### src/io_mux_pkg.sv
package io_mux_pkg;

  localparam int unsigned NUM_LINES       = 7;
  localparam int unsigned ADC_W           = 10;
  localparam int unsigned CLK_MHZ         = 250;
  localparam int unsigned SERVO_US        = 120;
  localparam int unsigned SERVO_CYCLES    = SERVO_US * CLK_MHZ;
  localparam int unsigned AVG_WINDOW_US   = 5000;
  // The window is a whole number of servo cycles; 5000 / 120 rounds down.
  localparam int unsigned AVG_DEPTH       = AVG_WINDOW_US / SERVO_US;
  localparam int unsigned AVG_SUM_W       = 16;
  localparam int unsigned HS_PULSE_NS     = 1000;
  localparam int unsigned CLK_PERIOD_NS   = 4;
  localparam int unsigned HS_MIN_CYCLES   = HS_PULSE_NS / CLK_PERIOD_NS;
  localparam int unsigned FILT_W          = 8;

  // Line indices, zero based: line one is index 0.
  localparam int unsigned LINE_1          = 0;
  localparam int unsigned LINE_2          = 1;
  localparam int unsigned LINE_3          = 2;
  localparam int unsigned LINE_4          = 3;
  localparam int unsigned LINE_5          = 4;
  localparam int unsigned LINE_6          = 5;
  localparam int unsigned LINE_7          = 6;

  localparam logic [6:0] ANALOG_OK_MASK   = 7'h78;
  localparam logic [6:0] KILL_OK_MASK     = 7'h07;
  localparam logic [6:0] RAW_ENC_MASK     = 7'h07;
  localparam logic [6:0] SCALED_ENC_MASK  = 7'h60;
  localparam logic [6:0] EXT_ENC_MASK     = 7'h18;
  localparam logic [6:0] ALL_INPUT_RESET  = 7'h7F;

  typedef enum logic [2:0] {
    FN_INPUT      = 3'h0,
    FN_OUTPUT     = 3'h1,
    FN_ANALOG     = 3'h2,
    FN_KILL       = 3'h3,
    FN_RAW_ENC    = 3'h4,
    FN_SCALED_ENC = 3'h5,
    FN_EXT_ENC    = 3'h6
  } line_fn_t;

  typedef enum logic [1:0] {
    FMT_STEP_DIR  = 2'h0,
    FMT_QUAD      = 2'h1,
    FMT_UP_DOWN   = 2'h2
  } sig_fmt_t;

  typedef enum logic [1:0] {
    OP_NONE                  = 2'h0,
    OP_WAIT_ON_LINE_STATE    = 2'h1,
    OP_BRANCH_ON_INPUT       = 2'h2
  } flow_op_t;

  typedef enum logic [1:0] {
    WAIT_IDLE  = 2'h0,
    WAIT_BUSY  = 2'h1
  } wait_state_t;

endpackage : io_mux_pkg

### src/line_debounce.sv
`timescale 1ns/100ps
module line_debounce
  import io_mux_pkg::*;
(
  input  wire logic              core_clk_i,
  input  wire logic              rst_n_i,
  input  wire logic              tick_i,
  input  wire logic [FILT_W-1:0] filt_cycles_i,
  input  wire logic              raw_i,
  output logic                   level_o
);

  logic              level_q;
  logic              level_d;
  logic [FILT_W-1:0] cnt_q;
  logic [FILT_W-1:0] cnt_d;

  // A change is only taken once it has stood for the filter count of ticks.
  always_comb begin
    level_d = level_q;
    cnt_d   = cnt_q;
    if (raw_i == level_q) begin
      cnt_d = '0;
    end else if (tick_i) begin
      if (cnt_q >= filt_cycles_i) begin
        level_d = raw_i;
        cnt_d   = '0;
      end else begin
        cnt_d = cnt_q + 1'b1;
      end
    end
  end

  always_ff @(posedge core_clk_i or negedge rst_n_i) begin
    if (!rst_n_i) begin
      level_q <= 1'b1;
      cnt_q   <= '0;
    end else begin
      level_q <= level_d;
      cnt_q   <= cnt_d;
    end
  end

  assign level_o = level_q;

endmodule : line_debounce

### src/io_line_function_mux.sv
`timescale 1ns/100ps
// Function
// - Analog function only on lines four to seven
// - Ten-bit unsigned analog code per line
// - Analog value is a 41 servo cycle (4920 us) average
// - Averaged value refreshed each servo cycle
// - Raw, scaled and external encoder functions
// - High-speed line serves no other function
// - High-speed logic handles one pulse per microsecond
// - Step/direction, quadrature and up/down formats
// - Kill input only on lines one to three
// - Raw encoder output drives lines one to three
// - Scaled encoder output on lines six, seven
// - Line pairs carry the configured signal format
// - Wait stalls until line reaches chosen level
// - Wait accepts any line configured as input
// - Branch when tested inputs hold, else fall through
// - All lines are inputs after reset
// - Input change needs programmed stable servo cycles
module io_line_function_mux
  import io_mux_pkg::*;
(
  input  wire logic                 core_clk_i,
  input  wire logic                 rst_n_i,
  input  wire logic [6:0]           line_in_i,
  output logic      [6:0]           line_out_o,
  output logic      [6:0]           line_oe_n_o,
  input  wire logic                 cfg_valid_i,
  input  wire logic [2:0]           cfg_line_i,
  input  wire line_fn_t             cfg_fn_i,
  input  wire logic                 cfg_out_level_i,
  output logic                      cfg_refused_o,
  output logic                      cfg_conflict_o,
  input  wire sig_fmt_t             hs_fmt_i,
  input  wire logic                 raw_enc_a_i,
  input  wire logic                 raw_enc_b_i,
  input  wire logic                 raw_enc_index_i,
  input  wire logic                 scaled_step_i,
  input  wire logic                 scaled_dir_i,
  output logic                      ext_step_o,
  output logic                      ext_up_o,
  output logic                      kill_o,
  input  wire logic [6:0]           kill_level_i,
  input  wire logic [FILT_W-1:0]    filt_cycles_i,
  input  wire logic [4*ADC_W-1:0]   adc_sample_i,
  output logic      [4*ADC_W-1:0]   analog_avg_o,
  output logic                      analog_upd_o,
  input  wire flow_op_t             op_i,
  input  wire logic                 op_valid_i,
  input  wire logic [2:0]           op_line_i,
  input  wire logic                 op_level_i,
  input  wire logic [6:0]           op_mask_i,
  input  wire logic [6:0]           op_value_i,
  output logic                      op_done_o,
  output logic                      op_take_branch_o,
  output logic                      op_refused_o,
  output logic                      stall_o
);

  // Ownership record, one function per line.
  line_fn_t    fn_q [NUM_LINES];
  line_fn_t    fn_d [NUM_LINES];
  logic [6:0]  out_lvl_q;
  logic [6:0]  out_lvl_d;
  logic        refused_q;
  logic        refused_d;
  logic        conflict_q;
  logic        conflict_d;
  logic [6:0]  line_bit;
  logic [6:0]  allowed_mask;
  logic [6:0]  target_mask;
  logic        busy_hit;

  always_comb begin
    line_bit     = 7'h01 << cfg_line_i;
    allowed_mask = 7'h7F;
    target_mask  = line_bit;
    unique case (cfg_fn_i)
      FN_ANALOG:     allowed_mask = ANALOG_OK_MASK;
      FN_KILL:       allowed_mask = KILL_OK_MASK;
      FN_RAW_ENC:    target_mask  = RAW_ENC_MASK;
      FN_SCALED_ENC: target_mask  = SCALED_ENC_MASK;
      FN_EXT_ENC:    target_mask  = EXT_ENC_MASK;
      default:       allowed_mask = 7'h7F;
    endcase
    busy_hit = 1'b0;
    for (int i = 0; i < NUM_LINES; i++) begin
      // A line is taken if it already holds a function other than input and other than the one requested.
      if (target_mask[i] && fn_q[i] != FN_INPUT && fn_q[i] != cfg_fn_i) begin
        busy_hit = 1'b1;
      end
    end
  end

  always_comb begin
    fn_d       = fn_q;
    out_lvl_d  = out_lvl_q;
    refused_d  = 1'b0;
    conflict_d = 1'b0;
    if (cfg_valid_i) begin
      if (cfg_line_i >= 3'(NUM_LINES) || (line_bit & allowed_mask) == '0) begin
        refused_d = 1'b1;
      end else if (busy_hit && cfg_fn_i != FN_INPUT) begin
        // Existing non-input ownership is kept; the request is rejected.
        conflict_d = 1'b1;
      end else begin
        for (int i = 0; i < NUM_LINES; i++) begin
          if (target_mask[i]) begin
            fn_d[i] = cfg_fn_i;
          end
        end
        if (cfg_fn_i == FN_OUTPUT) begin
          out_lvl_d[cfg_line_i] = cfg_out_level_i;
        end
      end
    end
  end

  always_ff @(posedge core_clk_i or negedge rst_n_i) begin
    if (!rst_n_i) begin
      for (int i = 0; i < NUM_LINES; i++) begin
        fn_q[i] <= FN_INPUT;
      end
      out_lvl_q  <= '0;
      refused_q  <= 1'b0;
      conflict_q <= 1'b0;
    end else begin
      fn_q       <= fn_d;
      out_lvl_q  <= out_lvl_d;
      refused_q  <= refused_d;
      conflict_q <= conflict_d;
    end
  end

  // Servo tick generator.
  logic [15:0] tick_cnt_q;
  logic [15:0] tick_cnt_d;
  logic        tick;

  always_comb begin
    tick       = (tick_cnt_q == 16'(SERVO_CYCLES - 1));
    tick_cnt_d = tick ? 16'h0000 : tick_cnt_q + 16'h0001;
  end

  // Debounced digital inputs.
  logic [6:0] filt_lvl;

  for (genvar g = 0; g < NUM_LINES; g++) begin : g_filt
    line_debounce u_filt (
      .core_clk_i    (core_clk_i),
      .rst_n_i       (rst_n_i),
      .tick_i        (tick),
      .filt_cycles_i (filt_cycles_i),
      .raw_i         (line_in_i[g]),
      .level_o       (filt_lvl[g])
    );
  end

  // Moving average: a ring of samples and a running sum per channel.
  logic [ADC_W-1:0]     ring_q [4][AVG_DEPTH];
  logic [ADC_W-1:0]     ring_d [4][AVG_DEPTH];
  logic [AVG_SUM_W-1:0] sum_q  [4];
  logic [AVG_SUM_W-1:0] sum_d  [4];
  logic [5:0]           wr_q;
  logic [5:0]           wr_d;
  logic [4*ADC_W-1:0]   avg_q;
  logic [4*ADC_W-1:0]   avg_d;
  logic                 upd_q;
  logic                 upd_d;

  always_comb begin
    ring_d = ring_q;
    sum_d  = sum_q;
    wr_d   = wr_q;
    avg_d  = avg_q;
    upd_d  = 1'b0;
    if (tick) begin
      for (int c = 0; c < 4; c++) begin
        // Sample taken as a 10-bit unsigned code.
        ring_d[c][wr_q] = adc_sample_i[c*ADC_W +: ADC_W];
        sum_d[c] = sum_q[c] - AVG_SUM_W'(ring_q[c][wr_q])
                 + AVG_SUM_W'(adc_sample_i[c*ADC_W +: ADC_W]);
        avg_d[c*ADC_W +: ADC_W] = ADC_W'(sum_d[c] / AVG_SUM_W'(AVG_DEPTH));
      end
      wr_d  = (wr_q == 6'(AVG_DEPTH - 1)) ? 6'h00 : wr_q + 6'h01;
      upd_d = 1'b1;
    end
  end

  always_ff @(posedge core_clk_i or negedge rst_n_i) begin
    if (!rst_n_i) begin
      for (int c = 0; c < 4; c++) begin
        for (int k = 0; k < AVG_DEPTH; k++) begin
          ring_q[c][k] <= '0;
        end
        sum_q[c] <= '0;
      end
      wr_q       <= '0;
      avg_q      <= '0;
      upd_q      <= 1'b0;
      tick_cnt_q <= '0;
    end else begin
      ring_q     <= ring_d;
      sum_q      <= sum_d;
      wr_q       <= wr_d;
      avg_q      <= avg_d;
      upd_q      <= upd_d;
      tick_cnt_q <= tick_cnt_d;
    end
  end

  // Pin drive, high-speed decode and kill.
  logic [6:0] pin_out_d;
  logic [6:0] pin_oe_n_d;
  logic [6:0] pin_out_q;
  logic [6:0] pin_oe_n_q;
  logic       ext_step_d;
  logic       ext_up_d;
  logic       ext_step_q;
  logic       ext_up_q;
  logic       ext_a_q;
  logic       ext_b_q;
  logic       kill_d;
  logic       kill_q;

  always_comb begin
    pin_out_d  = out_lvl_q;
    pin_oe_n_d = 7'h7F;
    ext_step_d = 1'b0;
    ext_up_d   = ext_up_q;
    kill_d     = 1'b0;
    for (int i = 0; i < NUM_LINES; i++) begin
      if (fn_q[i] == FN_OUTPUT) begin
        pin_oe_n_d[i] = 1'b0;
      end
      if (fn_q[i] == FN_KILL && filt_lvl[i] == kill_level_i[i]) begin
        kill_d = 1'b1;
      end
    end
    if (fn_q[LINE_1] == FN_RAW_ENC) begin
      pin_out_d[2:0]  = {raw_enc_index_i, raw_enc_b_i, raw_enc_a_i};
      pin_oe_n_d[2:0] = 3'h0;
    end
    if (fn_q[LINE_6] == FN_SCALED_ENC) begin
      pin_oe_n_d[6:5] = 2'h0;
      unique case (hs_fmt_i)
        FMT_QUAD:    pin_out_d[6:5] = {scaled_step_i ^ scaled_dir_i,
                                       scaled_step_i};
        FMT_UP_DOWN: pin_out_d[6:5] = {scaled_step_i & ~scaled_dir_i,
                                       scaled_step_i & scaled_dir_i};
        default:     pin_out_d[6:5] = {scaled_dir_i, scaled_step_i};
      endcase
    end
    if (fn_q[LINE_4] == FN_EXT_ENC) begin
      // Per-clock sampling at 4 ns resolves 1 MHz pulses easily.
      unique case (hs_fmt_i)
        FMT_QUAD: begin
          if ((ext_a_q ^ line_in_i[LINE_4]) | (ext_b_q ^ line_in_i[LINE_5]))
          begin
            ext_step_d = 1'b1;
            ext_up_d   = ext_a_q ^ line_in_i[LINE_5];
          end
        end
        FMT_UP_DOWN: begin
          if (line_in_i[LINE_4] & ~ext_a_q) begin
            ext_step_d = 1'b1;
            ext_up_d   = 1'b1;
          end else if (line_in_i[LINE_5] & ~ext_b_q) begin
            ext_step_d = 1'b1;
            ext_up_d   = 1'b0;
          end
        end
        default: begin
          if (line_in_i[LINE_4] & ~ext_a_q) begin
            ext_step_d = 1'b1;
            ext_up_d   = line_in_i[LINE_5];
          end
        end
      endcase
    end
  end

  always_ff @(posedge core_clk_i or negedge rst_n_i) begin
    if (!rst_n_i) begin
      pin_out_q  <= '0;
      pin_oe_n_q <= 7'h7F;
      ext_step_q <= 1'b0;
      ext_up_q   <= 1'b0;
      ext_a_q    <= 1'b0;
      ext_b_q    <= 1'b0;
      kill_q     <= 1'b0;
    end else begin
      pin_out_q  <= pin_out_d;
      pin_oe_n_q <= pin_oe_n_d;
      ext_step_q <= ext_step_d;
      ext_up_q   <= ext_up_d;
      ext_a_q    <= line_in_i[LINE_4];
      ext_b_q    <= line_in_i[LINE_5];
      kill_q     <= kill_d;
    end
  end

  // Program flow: wait on line state and branch on inputs.
  wait_state_t wst_q;
  wait_state_t wst_d;
  logic [2:0]  wline_q;
  logic [2:0]  wline_d;
  logic        wlvl_q;
  logic        wlvl_d;
  logic        done_d;
  logic        done_q;
  logic        br_d;
  logic        br_q;
  logic        oref_d;
  logic        oref_q;
  logic [6:0]  is_input;

  always_comb begin
    for (int i = 0; i < NUM_LINES; i++) begin
      is_input[i] = (fn_q[i] == FN_INPUT || fn_q[i] == FN_KILL);
    end
    wst_d   = wst_q;
    wline_d = wline_q;
    wlvl_d  = wlvl_q;
    done_d  = 1'b0;
    br_d    = 1'b0;
    oref_d  = 1'b0;
    unique case (wst_q)
      WAIT_IDLE: begin
        if (op_valid_i && op_i == OP_WAIT_ON_LINE_STATE) begin
          if (op_line_i < 3'(NUM_LINES) && is_input[op_line_i]) begin
            wst_d   = WAIT_BUSY;
            wline_d = op_line_i;
            wlvl_d  = op_level_i;
          end else begin
            oref_d = 1'b1;
          end
        end else if (op_valid_i && op_i == OP_BRANCH_ON_INPUT) begin
          done_d = 1'b1;
          br_d   = ((filt_lvl & op_mask_i) == (op_value_i & op_mask_i))
                 && ((op_mask_i & ~is_input) == '0);
        end
      end
      WAIT_BUSY: begin
        if (filt_lvl[wline_q] == wlvl_q) begin
          wst_d  = WAIT_IDLE;
          done_d = 1'b1;
        end
      end
      default: wst_d = WAIT_IDLE;
    endcase
  end

  always_ff @(posedge core_clk_i or negedge rst_n_i) begin
    if (!rst_n_i) begin
      wst_q   <= WAIT_IDLE;
      wline_q <= '0;
      wlvl_q  <= 1'b0;
      done_q  <= 1'b0;
      br_q    <= 1'b0;
      oref_q  <= 1'b0;
    end else begin
      wst_q   <= wst_d;
      wline_q <= wline_d;
      wlvl_q  <= wlvl_d;
      done_q  <= done_d;
      br_q    <= br_d;
      oref_q  <= oref_d;
    end
  end

  assign line_out_o       = pin_out_q;
  assign line_oe_n_o      = pin_oe_n_q;
  assign cfg_refused_o    = refused_q;
  assign cfg_conflict_o   = conflict_q;
  assign ext_step_o       = ext_step_q;
  assign ext_up_o         = ext_up_q;
  assign kill_o           = kill_q;
  assign analog_avg_o     = avg_q;
  assign analog_upd_o     = upd_q;
  assign op_done_o        = done_q;
  assign op_take_branch_o = br_q;
  assign op_refused_o     = oref_q;
  assign stall_o          = (wst_q == WAIT_BUSY);

endmodule : io_line_function_mux

### config.mk
export PLATFORM = sky130hd
export DESIGN_NAME = io_line_function_mux
export DESIGN_NICKNAME = d
export VERILOG_FILES = /design/src/io_mux_pkg.sv /design/src/line_debounce.sv /design/src/io_line_function_mux.sv
export SDC_FILE = /design/constraint.sdc
export NUM_CORES = 2
export LEC_CHECK = 0
export ABC_AREA = 0
export ABC_CLOCK_PERIOD_IN_PS = 37000
export BUFFER_PORTS_ARGS = -buffer_cell sky130_fd_sc_hd__buf_4
export CORE_ASPECT_RATIO = 1.2
export CORE_MARGIN = 3
export CORE_UTILIZATION = 30
export DETAILED_ROUTE_END_ITERATION = 16
export GPL_ROUTABILITY_DRIVEN = 0
export PLACE_DENSITY = 0.47
export SETUP_SLACK_MARGIN = 0.15
export SLEW_MARGIN = 30
export SYNTH_ARGS = -nofsm -noshare
export SYNTH_HDL_FRONTEND = slang
export SYNTH_SLANG_ARGS = --single-unit
### constraint.sdc
create_clock -name core_clk_i -period 37 [get_ports core_clk_i]
set_clock_uncertainty 0.1 [all_clocks]
set_input_delay 1.85 -clock core_clk_i [delete_from_list [all_inputs] [get_ports core_clk_i]]
set_output_delay 1.85 -clock core_clk_i [all_outputs]
set_load 0.01 [all_outputs]
After elaboration in Yosys (flattened, before gate mapping) --
Cells that the tools add are included.
Word-level totals: input port bits 100, output and inout port bits 64, flip-flop bits (word level) 1888
Operators by class: muxes and demuxes 107, bitwise gates (word level) 27, add/subtract/negate cells 17, $lt $le $gt $ge 15, divide/modulo/power cells 4, shift-type cells 1, reduce and logical (&&, ||, !) cells 80, equality and inequality tests 58
Operators with widths (count):
- bitwise mux 410 bit | 4
- binary-select mux 10 bit (select 6 bit) | 4
- 2-to-1 mux 8 bit | 21
- 2-to-1 mux 10 bit | 9
- adder 16 x 10 -> 16 bit | 4
- divider 16 x 6 -> 16 bit (second input constant) | 4
- subtractor 16 x 10 -> 16 bit | 4
- demux 10 bit (select 6 bit) | 1
- adder 8 x 1 -> 8 bit (second input constant) | 7
- greater-or-equal comparator 8 bit | 7
- 2-to-1 mux 1 bit | 48
- AND reduction 4 bit | 9
- bitwise AND 7 bit | 4
- logical AND 1 bit | 28
- equality test 3 x 2 -> 1 bit (second input constant) | 9
- AND reduction 3 bit | 9
- nonzero test 3 bit | 9
- equality test 3 x 1 -> 1 bit (second input constant) | 8
- logical NOT 3 bit | 7
- != test 3 bit | 7
- case mux 7 bit (3 select lines) | 1
- equality test 3 bit (second input constant) | 6
- adder 16 x 1 -> 16 bit (second input constant) | 1
- equality test 16 x 15 -> 1 bit (second input constant) | 1
- 36 further kinds | 97

Logic depth before layout (Yosys ltp) --
word-level depth 15, mapped depth 57, mapped depth without buffers 49

Cells and area by module --
Synthesis repeated with hierarchy kept, for this count alone.
Unflattened totals: cell total of the unflattened synthesis 9530, area, all modules 96597.6 um^2
By module, submodules not included:
- io_line_function_mux | area each 91734.2 um^2, times used 1, cells each 9062
- line_debounce (g_filt[0].u_filt ...) | area each 695.7 um^2, times used 6, cells each 66
- line_debounce (g_filt[6].u_filt) | area each 689.4 um^2, times used 1, cells each 72

Least setup slack after synthesis --
OpenSTA, ideal clock, no wires.
path kind flip-flop to flip-flop, start register wr_q[0], end register avg_q[20], in the netlist analog_avg_o[20], arrival time 11513 ps, required time 36759 ps, path buffers 8, stages on the path, launching flop included 55, path slack 25246 ps, cells stage by stage dfrtp_1 > clkinv_1 > nor3_1 > clkbuf_1 > clkbuf_1 > clkbuf_1 > a22oi_1 > a41oi_1 > a21oi_1 > nand2_1 > fa_1 > inv_1 > ha_1 > buf_2 > and3_4 > or3_1 > mux2_2 > and4_1 > [19 not listed] > a211oi_1 > a21boi_4 > maj3_2 > maj3_2 > nand2_2 > a31oi_4 > nor3_1 > nand2b_2 > inv_1 > ha_1 > a21oi_1 > o21ai_0 > a2111oi_2 > o21ai_2 > nor4_1 > a211oi_1 > o21ai_1 > a31oi_1
On the way: longest elaborated chain between the ends 7
RTL lines:
- start: declaration | line io_line_function_mux.sv:164 | logic [5:0] wr_q;
- start signal: assignment | line io_line_function_mux.sv:205 | wr_q <= wr_d;
- NOT 6 -> 7 bit (implied by the code) | line io_line_function_mux.sv:181 | sum_d[c] = sum_q[c] - AVG_SUM_W'(ring_q[c][wr_q])
- binary-select mux 10 bit (select 6 bit) | line io_line_function_mux.sv:181
- 2-to-1 mux 10 bit (implied by the code) (2 in a row) | line io_line_function_mux.sv:181
- subtractor 16 x 10 -> 16 bit | line io_line_function_mux.sv:181
- adder 16 x 10 -> 16 bit | line io_line_function_mux.sv:182 | + AVG_SUM_W'(adc_sample_i[c*ADC_W +: ADC_W]);
- divider 16 x 6 -> 16 bit | line io_line_function_mux.sv:183 | avg_d[c*ADC_W +: ADC_W] = ADC_W'(sum_d[c] / AVG_SUM_W'(AVG_DEPTH));
- end signal: assignment | line io_line_function_mux.sv:206 | avg_q <= avg_d;
- end: declaration | line io_line_function_mux.sv:166 | logic [4*ADC_W-1:0] avg_q;
Every way passes these cells. The select of a mux whose other input is x is not followed. A chain may end at the register's enable or synchronous reset.

Worst setup path in the final report --
start register wr_q[0], end register avg_q[0], in the netlist analog_avg_o[0]
Same word-level chain as after synthesis.

==> run_results.csv <==
group,metric,value,unit
synth,synth_nets,10115,
floorplan,die_x,520,um
timing,relSlewSlack,31.3,%
clock_tree,clk_root_buffer_cell,"clkbuf_16",
power_and_ir_drop,total_power,8.70,mW
hold_path,hold_class,"register to register",
synth,ys_seq_area_share,49.6,%
timing,finalMaxSlewViolations,0,
layout,regArea,47200,um2
layout,multi_input_area,44500,um2
route,drtPass1Iterations,6,
floorplan,core,316000,um2
route,final_antenna_net_count,0,
job,cap_violations,0,
clock_tree,cts_tree,"built",
clock_tree,cts_made_buffers,209,
timing,setup_viol,0,
synth,synthCells,9831,
outcome,outcome,"finished clean",
synth,synth_cell_type_count,158,
critical_path,r2r-start,"wr_q[0]",
grt,grt_overflow,0,
clock_tree,cts.repair.resized,0,
synth,synth_edf_count,0,
clock_tree,clkLatencyLatePin,0.89,ns
timing,hold_viol,0,
timing,tns,0,ns
floorplan,num_rows,226,
floorplan,start_util,30.2,%
route,drt_iter0_markers,6266,
layout,design_area,108000,um2
critical_path,cp_max_fo,87,
grt,grtUsageTotal,21.1,%
floorplan,die_y,623,um
critical_path,cp.required,37.65,ns
critical_path,worstPathArrival,15.55,ns
layout,drive_above_1_share,14.3,%
layout,finish.utilization,34.1,%
critical_path,rr_worst_depth,45,
critical_path,worstSetupStartpoint,"wr_q[0]",
synth,synthFlopType,"dfrtp_1",
synth,avgSynthCellArea,9.69,um2
floorplan,top_level_ports,164,
grt,grt_antenna_before_repair,13,
floorplan,dieArea,324000,um2
timing,tightestPinTransition,1.03,ns
layout,nets,9877,
grt,grt_max_degree,166,
place,placed_area,101000,um2
grt,grt_pass1_vias,76058,
clock_tree,h-tree-depth,4,
synth,yosys_register_bits,1887,
clock_tree,cts_hold_buf,0,
grt,grt_pass1_wl,520,mm
place,numPortBuffers,163,
clock_tree,cts_sinks,1887,
critical_path,critPathLaunchType,"register",
clock_tree,clockBufferDepth,4,
critical_path,r2r_setup_slack,22.09,ns
power_and_ir_drop,max-vdd-ir-drop,0.174,mV
route,wirelength,350,mm
route,wl_per_cell,25.1,um
route,drc,0,
layout,area_growth_syn_to_layout,13.0,%
layout,fillers,32056,
timing,period_minus_slack,14.91,ns
synth,synthArstFlopShare,100,%
critical_path,crit_top_cell,"xnor2_1",
critical_path,cp_slowest_cell,"nor4_1",
route,via_per_inst,5.49,
critical_path,cp-end-kind,"register",
critical_path,crit_end,"analog_avg_o[0]",
timing,rsz0062_at_grt,"no",
power_and_ir_drop,p_leak,47.3,nW
timing,post-route-period-util,40.3,%
synth,synthesis.area,95300,um2
route,num_vias,76686,
critical_path,cpPeakStageDelay,0.74,ns
power_and_ir_drop,power.density,80.8,nW/um2
clock_tree,post_cts_buffers,0,
critical_path,setup.worst_path.class,"register to register",
clock_tree,clkTransAtPathRegs,0.06,ns
place,dp_hpwl,210,mm
critical_path,r2r-end,"analog_avg_o[0]",
synth,ys_warn_count,0,
timing,timing.fmax,67.1,MHz
-- Yosys cell counts, types with 33 or more instances --
library cell	instances	area share, %
dfrtp_1	1873	49
nand2_1	1631	6.4
o21ai_0	1530	8.0
clkbuf_1	665	2.6
a22oi_1	653	5.1
mux2_2	456	5.4
nor2_1	317	1.2
a21oi_1	264	1.4
inv_1	225	0.89
ha_1	144	1.9
nand3_1	134	0.70
a41oi_1	125	1.1
xnor2_1	124	1.1
a31oi_1	115	0.76
a221oi_1	92	0.85
nor3_1	86	0.45
xor2_1	82	0.75
a22o_1	81	0.74
buf_1	75	0.30
nand2b_1	56	0.37
nor4_1	52	0.34
a211oi_1	50	0.39
and3_1	50	0.33
nand4_1	46	0.30
fa_1	40	0.84
nor2b_1	40	0.26
o21a_1	37	0.29
o211ai_1	36	0.28
o21ai_1	36	0.19
and2_1	34	0.22
a21o_1	33	0.26
-- flip-flops by register name, indices dropped and copies added (netlist names), 16 cells and up --
register and cells:
g_filt.u_filt.cnt_q 56, sum_q 64, tick_cnt_q 16, ring_q 1640, fn_q 21, analog_avg_o 40
-- final cells by class --
class	instances	area share, %
multi-input cells	6939	41.4
diodes	7	0.0163
clock inverters	58	0.684
inverters	227	0.792
repair buffers	329	2.57
flip-flops and latches	1887	43.9
well taps	4218	4.90
clock buffers	310	5.75
-- cell families after synthesis --
family | Yosys count | share of synthesized area [%]
buffers and inverters | 1005 | 4.15
flip-flops | 1887 | 49.6
XOR/XNOR | 219 | 2.16
AND/OR/NAND/NOR | 2602 | 12.0
multiplexers | 483 | 5.72
adder cells (fa/ha/maj) | 203 | 2.94
AO/OA/AOI/OAI | 3432 | 23.5
-- critical path: cells and delay by family (launching register included) --
kind,cells,cell delay [ns]
buffers and inverters,4,1.10
xor gates and xnor gates,5,2.34
adders and majority gates,2,1.00
AOI/OAI and AO/OA,23,5.08
DFF,1,0.46
muxes,2,0.79
and+or+nand+nor,9,3.72
-- cells in the final DEF, fill, tap and decap left out, drive strengths merged, types with 83 or more instances in the layout --
cell type and n:
a22o 83, xor2 86, nand3 136, o21ai 1576
nor3 93, xnor2 133, buf 329, a31oi 122
a221oi 93, clkbuf 310, nor2 322, ha 144
nand2 1633, a41oi 125, dfrtp 1873, mux2 459
a21oi 275, a22oi 655, inv 232
-- power breakdown --
part           switching [mW]  leakage [nW]  internal [mW]  total [mW]
registers              0.0449          18.3           2.11        2.16
clock network           0.896          3.40           1.25        2.15
logic                    2.71          25.6           1.69        4.40
-- per-layer routing --
layer  vias to the layer above  wire, um  global-route usage [%]
li1                      35027         -                       -
met1                     38945    153000                    28.0
met2                      2194    169000                    36.0
met3                       516     17900                    2.62
met4                         4     10400                    5.90
met5                         -        25                       0
-- per-stage QoR --
| stage | worst slack (ns) | instances | hold slack [ns] |
|---|---|---|---|
| 2_1_floorplan | 25.25 | 9831 | 0.249 |
| 3_3_place_gp | 22.53 | 13597 | 0.274 |
| 3_5_place_dp | 22.32 | 13598 | 0.286 |
| 4_1_cts | 22.24 | 13966 | 0.299 |
| 5_1_grt | 20.94 | 13969 | 0.312 |
| 6_report | 22.09 | 13975 | 0.299 |
-- how the worst min path moves through the flow --
stage / slack, ns / cells past startpoint / start / endpoint
final: 0.30 / 0 / out_lvl_q[4] / line_out_o[4]
after global routing: 0.31 / 0 / out_lvl_q[4] / line_out_o[4]
after CTS: 0.30 / 0 / out_lvl_q[4] / line_out_o[4]
after detailed placement: 0.29 / 0 / out_lvl_q[4] / line_out_o[4]
after global placement: 0.27 / 0 / out_lvl_q[4] / line_out_o[4]
after floorplan: 0.25 / 0 / out_lvl_q[3] / line_out_o[3]
Note: power is estimated with default switching activity, not from simulation.
